$ cat src/rtl/ppm_pkg.sv
// Package of constants and types for the power-mode control block
package ppm_pkg;

  // Clock period in picoseconds (200 MHz)
  localparam int CLK_PERIOD_PS = 5000;

  // Power-up reset interval, longest, in ns
  localparam int POWER_UP_RESET_INTERVAL_NS = 10000;
  // Power-up reset interval in clock cycles
  localparam int POWER_UP_RESET_CYCLES = (POWER_UP_RESET_INTERVAL_NS * 1000) / CLK_PERIOD_PS;

  // Wake latency after power-down release, in ns
  localparam int WAKE_OUTPUT_LATENCY_NS = 1000;
  // Wake latency in cycles (longest time, rounded down)
  localparam int WAKE_CYCLES = (WAKE_OUTPUT_LATENCY_NS * 1000) / CLK_PERIOD_PS;

  // Slow slew adder, fastest and slowest grade, in ns
  localparam int SLOW_SLEW_ADDER_FAST_NS = 3;
  localparam int SLOW_SLEW_ADDER_SLOW_NS = 4;
  // Slow slew adder cycle counts (least time, rounded up)
  localparam int SLEW_FAST_CYCLES =
    (SLOW_SLEW_ADDER_FAST_NS * 1000 + CLK_PERIOD_PS - 1) / CLK_PERIOD_PS;
  localparam int SLEW_SLOW_CYCLES =
    (SLOW_SLEW_ADDER_SLOW_NS * 1000 + CLK_PERIOD_PS - 1) / CLK_PERIOD_PS;

  // Reset value of macrocell registers and slew bits
  localparam logic REG_RESET_VALUE  = 1'b0;
  localparam logic SLEW_RESET_VALUE = 1'b0;

  // Operating modes
  typedef enum logic [1:0] {
    PPM_RESET,
    PPM_RUN,
    PPM_DOWN,
    PPM_WAKE
  } ppm_mode_type;

endpackage

$ cat src/rtl/ppm_out_if.sv
// Interface carrying every output's data, enable and slew setting
`timescale 1ns/1ps
interface ppm_out_if #(parameter int WIDTH = 8);
  logic [WIDTH-1:0] data;  // Held output data
  logic [WIDTH-1:0] oe;    // Held output enables
  logic [WIDTH-1:0] fast;  // Fast slew selects
  logic [WIDTH-1:0] pad;   // Delayed data toward the pin
  modport core (output data, output oe, output fast, input pad);
  modport slew (input data, input oe, input fast, output pad);
endinterface

$ cat src/rtl/ppm_slew.sv
// Per-output slew delay stage
`timescale 1ns/1ps
module ppm_slew
  import ppm_pkg::*;
#(
  parameter int WIDTH     = 8,
  parameter int SLOW_CYCS = SLEW_SLOW_CYCLES
) (
  input  wire logic i_clk_sys,
  input  wire logic i_rst,
  ppm_out_if.slew   bus
);

  ////////////////////////////////////////////////////////////////////////
  // One delay line per output; slow outputs see the adder delay
  genvar g;
  generate
    for (g = 0; g < WIDTH; g++) begin : g_out
      // Delay line local to this output, so each has a single driver
      logic [SLOW_CYCS-1:0] line;
      // The cast keeps the shift legal when a single stage is enough
      always_ff @(posedge i_clk_sys) begin
        if (i_rst) begin
          line <= '0;
        end else begin
          line <= SLOW_CYCS'({line, bus.data[g]});
        end
      end
      // Fast path bypasses the line; slow path uses its last tap
      assign bus.pad[g] = bus.fast[g] ? bus.data[g] : line[SLOW_CYCS-1];
    end
  endgenerate

endmodule

$ cat src/rtl/ppm_core.sv
// Power-down, power-up reset, preload and slew control core
`timescale 1ns/1ps
module ppm_core
  import ppm_pkg::*;
#(
  parameter int   WIDTH       = 8,
  parameter bit   PD_ENABLE   = 1'b1,
  parameter int   RST_CYCLES  = POWER_UP_RESET_CYCLES,
  parameter int   WAKE_CYCS   = WAKE_CYCLES
) (
  input  wire logic             i_clk_sys,
  input  wire logic             i_rst,
  input  wire logic             i_power_down_pin,
  input  wire logic [WIDTH-1:0] i_pin_in,
  input  wire logic [WIDTH-1:0] i_next_data,
  input  wire logic [WIDTH-1:0] i_next_oe,
  input  wire logic             i_reg_clk_en,
  input  wire logic [WIDTH-1:0] i_fast_slew,
  input  wire logic             i_preload_hv,
  input  wire logic [WIDTH-1:0] i_preload_sel,
  input  wire logic [WIDTH-1:0] i_preload_val,
  output logic      [WIDTH-1:0] o_pin_held,
  output logic      [WIDTH-1:0] o_reg_q,
  output logic      [WIDTH-1:0] o_pad_data,
  output logic      [WIDTH-1:0] o_pad_oe,
  output logic                  o_power_down,
  output logic                  o_reset_busy,
  output logic                  o_wake_busy,
  output logic                  o_pd_pin_logic
);

  // Mode of the block
  ppm_mode_type mode;
  // Cycle counter for reset and wake intervals
  logic [31:0]  cnt;
  // Power-down request, gated by the static option
  logic         pd_req;
  // Input gate: pin, data, enable and clock inputs are honoured only while running or waking
  logic         live;
  // Output path toward the slew stage
  ppm_out_if #(.WIDTH(WIDTH)) ob ();

  assign pd_req = PD_ENABLE && i_power_down_pin;
  assign live   = (mode == PPM_RUN) || (mode == PPM_WAKE);

  ////////////////////////////////////////////////////////////////////////
  // Mode sequencing: reset interval, run, power-down, wake
  always_ff @(posedge i_clk_sys) begin
    if (i_rst) begin
      mode <= PPM_RESET;
      cnt  <= '0;
    end else begin
      case (mode)
        PPM_RESET: begin
          // Long interval; parameter shortens it in simulation
          if (cnt >= 32'(RST_CYCLES - 1)) begin
            mode <= PPM_RUN;
            cnt  <= '0;
          end else begin
            cnt <= cnt + 32'd1;
          end
        end
        PPM_RUN: begin
          if (pd_req) begin
            mode <= PPM_DOWN;
          end
        end
        PPM_DOWN: begin
          if (!pd_req) begin
            mode <= PPM_WAKE;
            cnt  <= '0;
          end
        end
        PPM_WAKE: begin
          // Busy flag tells the board when it may count on the pins
          if (pd_req) begin
            mode <= PPM_DOWN;
          end else if (cnt >= 32'(WAKE_CYCS - 1)) begin
            mode <= PPM_RUN;
          end else begin
            cnt <= cnt + 32'd1;
          end
        end
        default: begin
          mode <= PPM_RESET;
        end
      endcase
    end
  end

  ////////////////////////////////////////////////////////////////////////
  // Macrocell registers: reset low, preload, normal clocked load
  always_ff @(posedge i_clk_sys) begin
    if (i_rst || mode == PPM_RESET) begin
      o_reg_q <= {WIDTH{REG_RESET_VALUE}};
    end else if (i_preload_hv) begin
      // Preload only under the tester's high-voltage strobe
      o_reg_q <= (o_reg_q & ~i_preload_sel) | (i_preload_val & i_preload_sel);
    end else if (live && !pd_req && i_reg_clk_en) begin
      o_reg_q <= i_next_data;
    end
  end

  ////////////////////////////////////////////////////////////////////////
  // Input hold latches keep last level; frozen in power-down
  always_ff @(posedge i_clk_sys) begin
    if (i_rst) begin
      o_pin_held <= '0;
    end else if (live && !pd_req) begin
      o_pin_held <= i_pin_in;
    end
  end

  ////////////////////////////////////////////////////////////////////////
  // Output enables freeze too, so high-Z stays high-Z
  always_ff @(posedge i_clk_sys) begin
    if (i_rst) begin
      ob.oe <= '0;
    end else if (live && !pd_req) begin
      ob.oe <= i_next_oe;
    end
  end

  // Slew bits: slow unless the design sets fast
  always_ff @(posedge i_clk_sys) begin
    if (i_rst) begin
      ob.fast <= {WIDTH{SLEW_RESET_VALUE}};
    end else begin
      ob.fast <= i_fast_slew;
    end
  end

  assign ob.data = o_reg_q;

  // Slew delay stage
  ppm_slew #(.WIDTH(WIDTH), .SLOW_CYCS(SLEW_SLOW_CYCLES)) u_slew (
    .i_clk_sys (i_clk_sys),
    .i_rst     (i_rst),
    .bus       (ob)
  );

  ////////////////////////////////////////////////////////////////////////
  // Registered pin drive and status outputs
  always_ff @(posedge i_clk_sys) begin
    if (i_rst) begin
      o_pad_data     <= '0;
      o_pad_oe       <= '0;
      o_power_down   <= 1'b0;
      o_reset_busy   <= 1'b1;
      o_wake_busy    <= 1'b0;
      o_pd_pin_logic <= 1'b0;
    end else begin
      if (mode != PPM_DOWN) begin
        o_pad_data <= ob.pad;
        o_pad_oe   <= ob.oe;
      end
      o_power_down   <= (mode == PPM_DOWN);
      o_reset_busy   <= (mode == PPM_RESET);
      o_wake_busy    <= (mode == PPM_WAKE);
      // With the option on, the pin never reaches the array
      o_pd_pin_logic <= PD_ENABLE ? 1'b0 : i_power_down_pin;
    end
  end

  ////////////////////////////////////////////////////////////////////////
  // Assertions
  property p_pd_enter;
    @(posedge i_clk_sys) disable iff (i_rst)
      (mode == PPM_RUN && pd_req) |=> (mode == PPM_DOWN);
  endproperty
  a_pd_enter: assert property (p_pd_enter) else $error("power-down not entered");

  property p_hold_reg;
    @(posedge i_clk_sys) disable iff (i_rst)
      (mode == PPM_DOWN && !i_preload_hv) |=> $stable(o_reg_q);
  endproperty
  a_hold_reg: assert property (p_hold_reg) else $error("register moved in power-down");

  property p_hold_oe;
    @(posedge i_clk_sys) disable iff (i_rst)
      (o_power_down && $past(o_power_down)) |-> $stable(o_pad_oe);
  endproperty
  a_hold_oe: assert property (p_hold_oe) else $error("enable changed in power-down");

  property p_hold_pin;
    @(posedge i_clk_sys) disable iff (i_rst)
      (mode == PPM_DOWN) |=> $stable(o_pin_held);
  endproperty
  a_hold_pin: assert property (p_hold_pin) else $error("input latched in power-down");

  property p_pin_logic;
    @(posedge i_clk_sys) disable iff (i_rst)
      PD_ENABLE |=> !o_pd_pin_logic;
  endproperty
  a_pin_logic: assert property (p_pin_logic) else $error("pin reached logic");

  property p_reset_low;
    @(posedge i_clk_sys) disable iff (i_rst)
      (mode == PPM_RESET) |=> (o_reg_q == '0);
  endproperty
  a_reset_low: assert property (p_reset_low) else $error("register not low in reset");

  property p_preload;
    @(posedge i_clk_sys) disable iff (i_rst)
      (i_preload_hv && mode != PPM_RESET) |=>
        ((o_reg_q & $past(i_preload_sel)) == ($past(i_preload_val) & $past(i_preload_sel)));
  endproperty
  a_preload: assert property (p_preload) else $error("preload not applied");

  property p_wake;
    @(posedge i_clk_sys) disable iff (i_rst)
      (mode == PPM_DOWN && !pd_req && !i_preload_hv) |=>
        (mode == PPM_WAKE) ##0 $stable(o_reg_q);
  endproperty
  a_wake: assert property (p_wake) else $error("wake lost state");

endmodule

$ cat config.mk
export PLATFORM = sky130hd
export DESIGN_NAME = ppm_core
export DESIGN_NICKNAME = d
export VERILOG_FILES = /design/src/rtl/ppm_pkg.sv /design/src/rtl/ppm_out_if.sv /design/src/rtl/ppm_slew.sv /design/src/rtl/ppm_core.sv
export SDC_FILE = /design/constraint.sdc
export NUM_CORES = 1
export LEC_CHECK = 0
export BUFFER_PORTS_ARGS = -buffer_cell sky130_fd_sc_hd__buf_4
export CAP_MARGIN = 20
export CORE_MARGIN = 8
export CORE_UTILIZATION = 35
export CTS_BUF_LIST = sky130_fd_sc_hd__clkbuf_16
export DETAILED_ROUTE_END_ITERATION = 6
export PLACE_DENSITY_LB_ADDON = 0.08
export SETUP_SLACK_MARGIN = 0.05
export SYNTH_ARGS = -nofsm -noshare
export SYNTH_HDL_FRONTEND = slang
export SYNTH_SLANG_ARGS = --single-unit
$ cat constraint.sdc
create_clock -name i_clk_sys -period 2.2 [get_ports i_clk_sys]
set_clock_uncertainty 0.05 [all_clocks]
set_input_delay 0.44 -clock i_clk_sys [delete_from_list [all_inputs] [get_ports i_clk_sys]]
set_output_delay 0.44 -clock i_clk_sys [all_outputs]
set_load 0.02 [all_outputs]
==> results of run 1 <==
worst max-delay path, stage by stage, from the launching register on:
cell,delay [ns]
dfxtp_1,0.31
ha_2,0.22
a2111oi_4,0.33
o21ai_2,0.13
nor4_4,0.21
buf_4,0.18
o21ai_4,0.07
or3_1,0.37
a21oi_2,0.13
flip-flops by register name (all words and copies together), names as in the netlist, named ones only:
name               cells
ob.fast                8
o_wake_busy            1
o_pad_oe               8
cnt                   32
o_power_down           1
o_pin_held             8
o_pad_data             8
ob.oe                  8
mode                   2
u_slew.g_out.line      8
o_reset_busy           1
metrics by stage:
| stage | setup slack, ns | util (%) | cell area, sq um | instances |
|---|---|---|---|---|
| after CTS | 0.114 | 47.8 | 4670 | 618 |
| final | 0.134 | 48.0 | 4690 | 619 |
| after floorplan | 0.104 | - | 3540 | 391 |
| after global routing | 0.0132 | 48.0 | 4690 | 619 |
| after global placement | 0.100 | 44.7 | 4370 | 602 |
| after detailed placement | 0.0513 | 44.7 | 4370 | 602 |
logic make-up after synthesis:
| family | share of synthesized area, % |
|---|---|
| other | 0.106 |
| adders and majority gates | 0.354 |
| AOI/OAI and AO/OA | 15.8 |
| DFF | 52.7 |
| muxes | 2.55 |
| and+or+nand+nor | 23.2 |
| xor gates and xnor gates | 1.99 |
| buffers and inverters | 3.23 |
routing by layer:
metal	wire length (um)	share of wire (%)
met1	3960	46
met2	3880	45
met3	733	8.5
met4	78	0.90
met5	0	0
power by group:
part	internal, W	leakage [nW]	total, W	switching (W)
clock	0.000884	0.145	0.00153	0.000642
sequential	0.00170	0.752	0.00171	0.00000913
combinational	0.0000900	0.981	0.000156	0.0000659
Yosys cell counts (all sizes together), types with 3 or more instances:
library cell / n / area share, %
nor2: 40 / 4.3
nor4: 5 / 1.8
nor3: 4 / 0.57
a41oi: 5 / 1.2
inv: 5 / 0.53
o21ai: 4 / 0.89
o21a: 4 / 0.85
nand4: 3 / 0.71
dfxtp: 93 / 53
nand2b: 3 / 0.53
a211oi: 8 / 1.7
a21oi: 41 / 5.9
nor2b: 18 / 3.2
clkbuf: 18 / 1.9
nand3: 5 / 0.71
and3: 3 / 0.53
mux2i: 9 / 2.6
buf: 5 / 0.78
nand2: 65 / 6.9
a31oi: 3 / 0.71
o221ai: 7 / 1.7
xor2: 7 / 1.7
and2: 13 / 2.3
o211ai: 3 / 0.64
layout make-up:
| cell class | count | share of cell area, % |
|---|---|---|
| Sequential cell | 93 | 39.7 |
| Multi-Input combinational cell | 270 | 33.7 |
| Timing Repair Buffer | 102 | 16.3 |
| Clock buffer | 9 | 4.80 |
| Tap cell | 133 | 3.55 |
| Clock inverter | 7 | 1.55 |
| Inverter | 5 | 0.400 |
worst max-delay path by stage:
stage,from,endpoint,slack (ns),cells past startpoint
floorplan,cnt[1]$_SDFFE_PP0P_,cnt[26]$_SDFFE_PP0P_,0.10,7
global placement,cnt[1]$_SDFFE_PP0P_,cnt[1]$_SDFFE_PP0P_,0.10,7
detailed placement,cnt[1]$_SDFFE_PP0P_,cnt[1]$_SDFFE_PP0P_,0.05,7
CTS,cnt[30]$_SDFFE_PP0P_,cnt[26]$_SDFFE_PP0P_,0.11,6
global route,cnt[1]$_SDFFE_PP0P_,cnt[26]$_SDFFE_PP0P_,0.01,8
finish,cnt[1]$_SDFFE_PP0P_,cnt[26]$_SDFFE_PP0P_,0.13,8
repair_timing:
action,in CTS,in global routing
setup buffers,0,1
gates resized for setup,1,2
setup endpoints to repair,3,8
pin swaps,1,2
hold buffers,0,0
==> impl_results.md, run 1 <==
* FMAX at 0.484 GHz
* Die width at 116 um
* GRT Max-Usage Layer: met2
* Fill count at 961
* Post-synthesis register bit count at 93
* Asr flop ratio synth at 0%
* Vias in the first global route at 2787
* Core Area at 9770 sq um
* Largest net degree at the start of global routing at 31
* Overflow after GRT at 0
* Clock Sinks at 93
* Sequential fraction of the synthesis area at 52.7%
* Overall Power at 0.00339 W
* GR Util met3 at 4.65%
* Layout area overhead at 32.9%
* Synthesized cell area at 3530 sq um
* Final setup violation count at 0
* Avg Cell Area, Syn at 9.03 sq um
* DP HPWL at 6.38 mm
* H-tree level count at 3
* Vias at 2938
* Die Span Y at 116 um
* Fin crit share at 93.9%
* Ports at 89
* Setup TNS at 0 ns
* First-pass GRT wire length at 13.8 mm
* Routed WL per cell at 14.0 um
* Root Driver: clkbuf_16
* Hold Slack at 0.257 ns
* Leak Pwr at 1.88 nW
* Worst R2R Path Depth at 8
* Post-synth EDFFs at 0
* Global Route Usage Sum at 13.0%
* Vias per cell at 4.75
* Area of the multi-input gates at 1580 sq um
* # rows at 36
* Clock Tree Buf Depth at 2
* Inserted Clock Buffers at 9
* Slew headroom at 57.0%
* Antenna Violating Nets Remaining at 0
* Critical path peak fanout at 4
* R2R setup slack at 0.13 ns
* Unique masters post-synth at 50
* Initial Util at 36.1%
* Drt initial violations at 173
* Met2 usage at 20.0%
* Reg clk slew, reported paths at 0.07 ns
* Layout cells sized above 1 at 27.0%
* Most common cell after layout, fill and taps aside: buf_4
* Hold depth at 2
* Commonest non-fill, non-tap cells in the layout: buf_4 (102), dfxtp_1 (93), nand2_1 (65), a21oi_1 (40), nor2_1 (40)
* CP Capture Type: flip-flop
* Diode count at 0
* Top FF cell, synth: dfxtp_1
* Warnings from Yosys at 0
* Placer Congestion at 0.778
* Reg-to-reg endpoint: cnt[26]$_SDFFE_PP0P_
* Pwr dens at 722 nW/um^2
* Slew @ Worst Pin at 0.643 ns
* GRT met1 Usage at 16.3%
* VDD IR max at 0.000307 V
* Worst min path class: in2reg
* Syn_nets at 445
* IO buf count at 87
* Final Hold Fails at 0
* Drt total wl at 8.65 mm
* Clock latency on the worst-skew pair at 0.34 ns
* Antenna violations before repair at 0
* Unrepaired setup endpoints after global routing: false
* RR Startpoint: cnt[1]$_SDFFE_PP0P_
* TritonCTS clock tree: yes
* Pins Over Slew Limit at 0
* HP Start: i_fast_slew[1]
* Max_cap viols at 0
* Crit path time final at 2.07 ns
* Drt pass-1 iters at 6
* Post-Syn Instances at 391
* Storage cell area at 1860 sq um
* Critical path type: reg2reg
* Die area at 13600 sq um
* Critical Path AT at 2.29 ns
* Startpoint class of the critical path: flip-flop
* Run status: complete, no violations
* Worst Path Required at 2.42 ns
* WHS Endpoint: ob.fast[1]$_SDFF_PP0_
* Remaining DRCs at 0
* Layout Nets at 535
No activity file was read; power rests on OpenSTA's default activity.
==> run 2: changes to the inputs <==
--- a/config.mk
+++ b/config.mk
@@ -11,6 +11,7 @@
 export CORE_UTILIZATION = 35
 export CTS_BUF_LIST = sky130_fd_sc_hd__clkbuf_16
 export DETAILED_ROUTE_END_ITERATION = 6
+export MAX_ROUTING_LAYER = met4
 export PLACE_DENSITY_LB_ADDON = 0.08
 export SETUP_SLACK_MARGIN = 0.05
 export SYNTH_ARGS = -nofsm -noshare
==> run 2 against run 1 <==
Against the previous run:
- count of clock-buffer cells in the layout is the same
- via count shrank 0.14%
- setup slack lost 0.0011 ns
- cell area is the same
- register-to-register slack is essentially flat
- combinational power is essentially flat
- die area is the same
- hold slack gained 0.0027 ns
- critical path type unchanged
- routed wire length shrank 0.22%
- sequential power is essentially flat
==> impl_results.md, run 2 (same netlist as run 1, synthesis figures left out) <==
* Core Area at 9770 sq um (unchanged)
* VDD IR max at 0.000307 V (about the same)
* Clock Tree Buf Depth at 2 (unchanged)
* Drt initial violations at 156 (-9.8%)
* CP startpoint: cnt[1]$_SDFFE_PP0P_
* Root Driver: clkbuf_16
* Die Span Y at 116 um (unchanged)
* Overall Power at 0.00339 W (about the same)
* Family with the most delay on the worst path: compound AO/OA/AOI/OAI gates
* Reg-to-reg endpoint: cnt[26]$_SDFFE_PP0P_
* Storage cell area at 1860 sq um (unchanged)
* Layout cells sized above 1 at 27.0% (unchanged)
* Routed WL per cell at 13.9 um (-0.22%)
* H-tree level count at 3 (unchanged)
* WHS Endpoint: ob.fast[1]$_SDFF_PP0_
* Die area at 13600 sq um (unchanged)
* TritonCTS clock tree: yes
* Fin crit share at 94.0% (about the same)
* Largest net degree at the start of global routing at 31 (unchanged)
* CTS Hold Buffers Added at 0 (unchanged)
* Clock latency on the worst-skew pair at 0.34 ns (about the same)
* Worst path buffer plus inverter count at 1 (unchanged)
* Cell Chain, Critical Path: ha_2, a2111oi_4, o21ai_2, nor4_4, buf_4, o21ai_4, or3_1, a21oi_2
* Critical Path AT at 2.29 ns (about the same)
* Vias in the first global route at 2789 (+0.072%)
* Unrepaired setup endpoints after global routing: false
* IO buf count at 87 (unchanged)
* Commonest non-fill, non-tap cells in the layout: buf_4 (102), dfxtp_1 (93), nand2_1 (65), a21oi_1 (40), nor2_1 (40)
* Global Route Usage Sum at 13.4% (+0.39 points)
* Pwr dens at 722 nW/um^2 (about the same)
* Leak Pwr at 1.88 nW (unchanged)
* Worst Path Required at 2.42 ns (about the same)
* RR Startpoint: cnt[1]$_SDFFE_PP0P_
* HP Start: i_fast_slew[1]
* Crit path time final at 2.07 ns (+0.00110 ns)
* Crit-path slowest cell: or3_1
* Max_cap viols at 0 (unchanged)
* Ports at 89 (unchanged)
* Initial Util at 36.1% (unchanged)
* Drt total wl at 8.63 mm (-0.22%)
* Layout area overhead at 32.9% (unchanged)
* Worst R2R Path Depth at 8 (unchanged)
* Most common cell after layout, fill and taps aside: buf_4
* Fill count at 961 (unchanged)
* Vias at 2934 (-0.14%)
* FMAX at 0.484 GHz (about the same)
* Antenna violations before repair at 0 (unchanged)
* Final setup violation count at 0 (unchanged)
* Critical path peak fanout at 4 (unchanged)
* Die width at 116 um (unchanged)
* Worst path max stage delay at 0.37 ns (about the same)
* Drt pass-1 iters at 4 (-2)
* Placer Congestion at 0.789 (+1.4%)
* Setup TNS at 0 ns (unchanged)
* R2R setup slack at 0.13 ns (about the same)
* Clock Sinks at 93 (unchanged)
* Critical path type: reg2reg
* Final Util at 48.0% (unchanged)
* Hold depth at 2 (unchanged)
* Startpoint class of the critical path: flip-flop
* Diode count at 0 (unchanged)
* DP HPWL at 6.38 mm (unchanged)
* Worst min path class: in2reg
* CP Capture Type: flip-flop
* # rows at 36 (unchanged)
* Largest register FFs at 32 (unchanged)
* Reg clk slew, reported paths at 0.07 ns (about the same)
* Antenna Violating Nets Remaining at 0 (unchanged)
* Remaining DRCs at 0 (unchanged)
* Layout Nets at 535 (unchanged)
* Run status: complete, no violations
* Vias per cell at 4.74 (-0.14%)
* Top reg by flops: cnt
* Overflow after GRT at 0 (unchanged)
* Fin cells at 619 (unchanged)
* Final Hold Fails at 0 (unchanged)
* First-pass GRT wire length at 13.8 mm (unchanged)
* DP Cell Count at 602 (unchanged)
* Slew @ Worst Pin at 0.648 ns (+0.00513 ns)
* Slew headroom at 56.6% (-0.34 points)
* Pins Over Slew Limit at 0 (unchanged)
* Area of the multi-input gates at 1580 sq um (unchanged)
* Inserted Clock Buffers at 9 (unchanged)
## run 2: cell counts in the layout (fill, tap and decap cells not counted)
No cell type changed its count.
## run 2: worst max-delay path by stage
stage	endpoint	cells after the start
6_report	cnt[26]$_SDFFE_PP0P_	8
5_1_grt	cnt[26]$_SDFFE_PP0P_	8
3_5_place_dp	cnt[1]$_SDFFE_PP0P_	7
4_1_cts	cnt[26]$_SDFFE_PP0P_	6
3_3_place_gp	cnt[1]$_SDFFE_PP0P_	7
2_1_floorplan	cnt[26]$_SDFFE_PP0P_	7
## run 2: area by class of cell
cell class                 instances  share of cell area [%]
sequential                        93                    39.7
clock inverter                     7                    1.55
timing repair buffer             102                    16.3
tap                              133                    3.55
clock buffer                       9                    4.80
inverter                           5                   0.400
multi-input combinational        270                    33.7
## run 2: power by group
part,leakage [nW],switching [W],total [W],internal (W)
combinational,0.981,0.0000658,0.000156,0.0000900
sequential,0.752,0.00000916,0.00171,0.00170
clock,0.145,0.000642,0.00153,0.000884
## run 2: layer usage
| metal | share of wire [%] | vias to the layer above | wire [um] | track usage, % |
|---|---|---|---|---|
| met1 | 47 | 1329 | 4020 | 16.6 |
| met5 | 0 | - | 0 | - |
| li1 | - | 1524 | - | - |
| met2 | 45 | 76 | 3850 | 20.0 |
| met3 | 7.7 | 5 | 665 | 4.34 |
| met4 | 1.1 | 0 | 93 | 4.67 |
## run 2: stage by stage
step | hold slack (ns) | area, sq um | worst slack [ns]
detailed placement | 0.396 | 4370 | 0.0513
CTS | 0.254 | 4670 | 0.114
finish | 0.260 | 4690 | 0.133
global placement | 0.392 | 4370 | 0.100
floorplan | 0.387 | 3540 | 0.104
global route | 0.258 | 4690 | 0.0131
## run 2: repair_timing
action                     in CTS  in global routing
hold endpoints to repair        0                  0
setup endpoints to repair       3                  8
resized for setup               1                  2
pin swaps                       1                  2
setup buffers                   0                  1
## run 2: worst register-to-register path, stage by stage (launching register included)
cell       delay (ns)
dfxtp_1          0.32
ha_2             0.22
a2111oi_4        0.33
o21ai_2          0.13
nor4_4           0.21
buf_4            0.18
o21ai_4          0.07
or3_1            0.37
a21oi_2          0.13
==> run 3: changes to the inputs <==
--- a/config.mk
+++ b/config.mk
@@ -5,6 +5,7 @@
 export SDC_FILE = /design/constraint.sdc
 export NUM_CORES = 1
 export LEC_CHECK = 0
+export ABC_AREA = 1
 export BUFFER_PORTS_ARGS = -buffer_cell sky130_fd_sc_hd__buf_4
 export CAP_MARGIN = 20
 export CORE_MARGIN = 8
==> run 3 against run 2 <==
Against the previous run:
- die area grew 8.4%
- via count rose by 18%
- synthesized area grew 9.8%
- fmax grew 12%
- sequential power about the same
- setup slack improved by 0.22 ns
- total power rose by 1.8%
- routed wire length increased by 9.3%
- critical path type unchanged
- critical endpoint is now cnt[9]$_SDFFE_PP0P_
- largest cell class unchanged
==> impl_results.md, run 3 <==
* Layout cells sized above 1 at 23.1% (-3.9 points)
* Leak Pwr at 2.36 nW (+26%)
* Inserted Clock Buffers at 9 (unchanged)
* Sequential fraction of the synthesis area at 48.0% (-4.7 points)
* Commonest non-fill, non-tap cells in the layout: nand2_1 (112), nor2_1 (108), dfxtp_1 (93), buf_4 (91), o21ai_0 (50)
* Post-synthesis register bit count at 93 (unchanged)
* Pwr dens at 699 nW/um^2 (-3.2%)
* Crit path time final at 1.85 ns (-0.217 ns)
* Top FF cell, synth: dfxtp_1
* Top post-synthesis cells by area: dfxtp_1 (48%), nand2_1 (11%), nor2_1 (10%), o21ai_0 (6.5%), inv_1 (4.0%)
* Int Pwr at 0.00268 W (+0.22%)
* First-pass GRT wire length at 16.0 mm (+16%)
* Asr flop ratio synth at 0% (unchanged)
* CTS Hold Buffers Added at 0 (unchanged)
* Run status: complete, no violations
* Max_cap viols at 0 (unchanged)
* Worst Path Required at 2.43 ns (about the same)
* Drt initial violations at 201 (+29%)
* Slew headroom at 58.4% (+1.7 points)
* Synthesized cell area at 3870 sq um (+9.8%)
* Critical path type: reg2reg
* Post-synth EDFFs at 0 (unchanged)
* IO buf count at 87 (unchanged)
* Drt pass-1 iters at 4 (unchanged)
* Final setup violation count at 0 (unchanged)
* Remaining DRCs at 0 (unchanged)
* Antenna Violating Nets Remaining at 0 (unchanged)
* Unrepaired setup endpoints after global routing: false
* Post-Syn Instances at 532 (+36%)
* Core Area at 10800 sq um (+11%)
* Ports at 89 (unchanged)
* Synth cell count leaders: nand2_1 (112), nor2_1 (108), dfxtp_1 (93)
* Die area at 14700 sq um (+8.4%)
* Drt total wl at 9.44 mm (+9.3%)
* Setup TNS at 0 ns (unchanged)
* Die Span Y at 121 um (+4.1%)
* Largest register FFs at 32 (unchanged)
* Worst min path class: in2reg
* Clock Tree Buf Depth at 2 (unchanged)
* Power share of the sequential group at 49.6% (-0.8 points)
* Setup Fix Bufs, Post-CTS at 0 (unchanged)
* Fin crit share at 84.1% (-9.9 points)
* Clock Sinks at 93 (unchanged)
* Clock latency on the worst-skew pair at 0.34 ns (about the same)
* Top-area cell type share of the netlist area at 48.0% (-4.7 points)
* Slew @ Worst Pin at 0.622 ns (-0.0260 ns)
* Warnings from Yosys at 0 (unchanged)
* Largest net degree at the start of global routing at 33 (+6.5%)
* H-tree level count at 3 (unchanged)
* Place WS at 0.349 ns (+0.298 ns)
* Pins Over Slew Limit at 0 (unchanged)
* Startpoint class of the critical path: flip-flop
* Root Driver: clkbuf_16
* Most common cell after layout, fill and taps aside: nand2_1
* # rows at 38 (+5.6%)
* Avg Cell Area, Syn at 7.28 sq um (-19%)
* VDD IR max at 0.000362 V (+18%)
* Vias in the first global route at 3392 (+22%)
* Most numerous cell in the Yosys netlist: nand2_1
* Power share of the clock group at 45.4% (+0.4 points)
* TritonCTS clock tree: yes
* Antenna violations before repair at 0 (unchanged)
* Die width at 121 um (+4.1%)
* Layout Nets at 669 (+25%)
* Diode count at 0 (unchanged)
* Net Switching at 0.000771 W (+7.5%)
* Post-CTS sizing at 0 (-1)
* Vias at 3467 (+18%)
* Syn_nets at 586 (+32%)
* Final Hold Fails at 0 (unchanged)
* Reg clk slew, reported paths at 0.07 ns (about the same)
* Unique masters post-synth at 33 (-34%)
* Vias per cell at 4.56 (-3.8%)
* Yosys top cell by area: dfxtp_1
* Routed WL per cell at 12.4 um (-11%)
* Placer Congestion at 0.836 (+6.0%)
* Global Route Usage Sum at 13.9% (+0.48 points)
* Overflow after GRT at 0 (unchanged)
* Initial Util at 35.7% (-0.37 points)
* Comb pwr share at 5.0% (+0.4 points)
* Critical path peak fanout at 14 (+10)
* DP HPWL at 6.85 mm (+7.3%)
* FMAX at 0.540 GHz (+12%)
* CP Capture Type: flip-flop
* Top reg by flops: cnt
* Setup ws final at 0.350 ns (+0.217 ns)
* Layout area overhead at 27.3%
* Switching part of the total at 22.4% (+1.2 points)
* Critical Path AT at 2.08 ns (-0.21 ns)
[run 3: cell count changes in the layout (fill, tap and decap cells not counted), sizes merged, moves of 21 or more]
cell / previous run / this run
nor2: 40 / 117
inv: 7 / 53
nand3: 5 / 32
a21oi: 41 / 20
o21ai: 4 / 51
nand2: 65 / 121
[run 3: path summary, 6_finish.rpt]
kind	slack (ns)	to	start	cells past startpoint
min	0.25	ob.fast[6]$_SDFF_PP0_	i_fast_slew[6]	3
max	0.35	cnt[9]$_SDFFE_PP0P_	cnt[0]$_SDFFE_PP0P_	8
max reg2reg	0.35	cnt[9]$_SDFFE_PP0P_	cnt[0]$_SDFFE_PP0P_	8
min reg2reg	0.39	cnt[13]$_SDFFE_PP0P_	cnt[13]$_SDFFE_PP0P_	2
[run 3: cells by family after synthesis]
family          Yosys count  synth area share, %
simple gates            282                 31.4
fa+ha+maj                 1                0.323
other cells               1               0.0968
xor+xnor                  4                0.904
compound gates           80                 11.6
flops                    93                 48.0
buf+inv                  71                 7.65
[run 3: metrics by stage]
stage | utilization, % | instance area [sq um] | hold slack [ns] | power (W) | instances
finish | 45.5 | 4930 | 0.249 | 0.00345 | 760
global route | 45.5 | 4930 | 0.254 | 0.00359 | 760
CTS | 45.5 | 4930 | 0.237 | 0.00350 | 760
detailed placement | 42.7 | 4630 | 0.378 | 0.00192 | 744
global placement | 42.7 | 4630 | 0.376 | 0.00192 | 744
floorplan | - | 3870 | 0.367 | 0.00182 | 532
[run 3: final cells by class]
cell class	instances	area, sq um
clock inverters	7	73.8
well taps	140	175
repair buffers	91	683
inverters	52	195
clock buffers	9	225
fillers	1135	5910
flip-flops and latches	93	1860
multi-input cells	368	1720
[run 3: routing by layer]
metal	GRT usage [%]	part of all wire, %
met1	16.6	48
met2	21.0	44
met3	5.63	6.2
met4	4.01	0.99
met5	-	0
[run 3: critical path: stages, from the launching register on]
cell	delay, ns
dfxtp_1	0.35
ha_1	0.24
nand2_1	0.16
nand3_2	0.09
nand2_2	0.09
nand4_4	0.12
a21oi_4	0.43
nand2_1	0.12
a21oi_2	0.12
[run 3: power groups by stage]
stage	combinational (W)	clock [W]	sequential (W)
2_1_floorplan	0.0000697	0	0.00175
3_3_place_gp	0.000172	0	0.00175
3_5_place_dp	0.000173	0	0.00175
4_1_cts	0.000174	0.00162	0.00171
5_1_grt	0.000190	0.00169	0.00171
6_report	0.000172	0.00156	0.00171
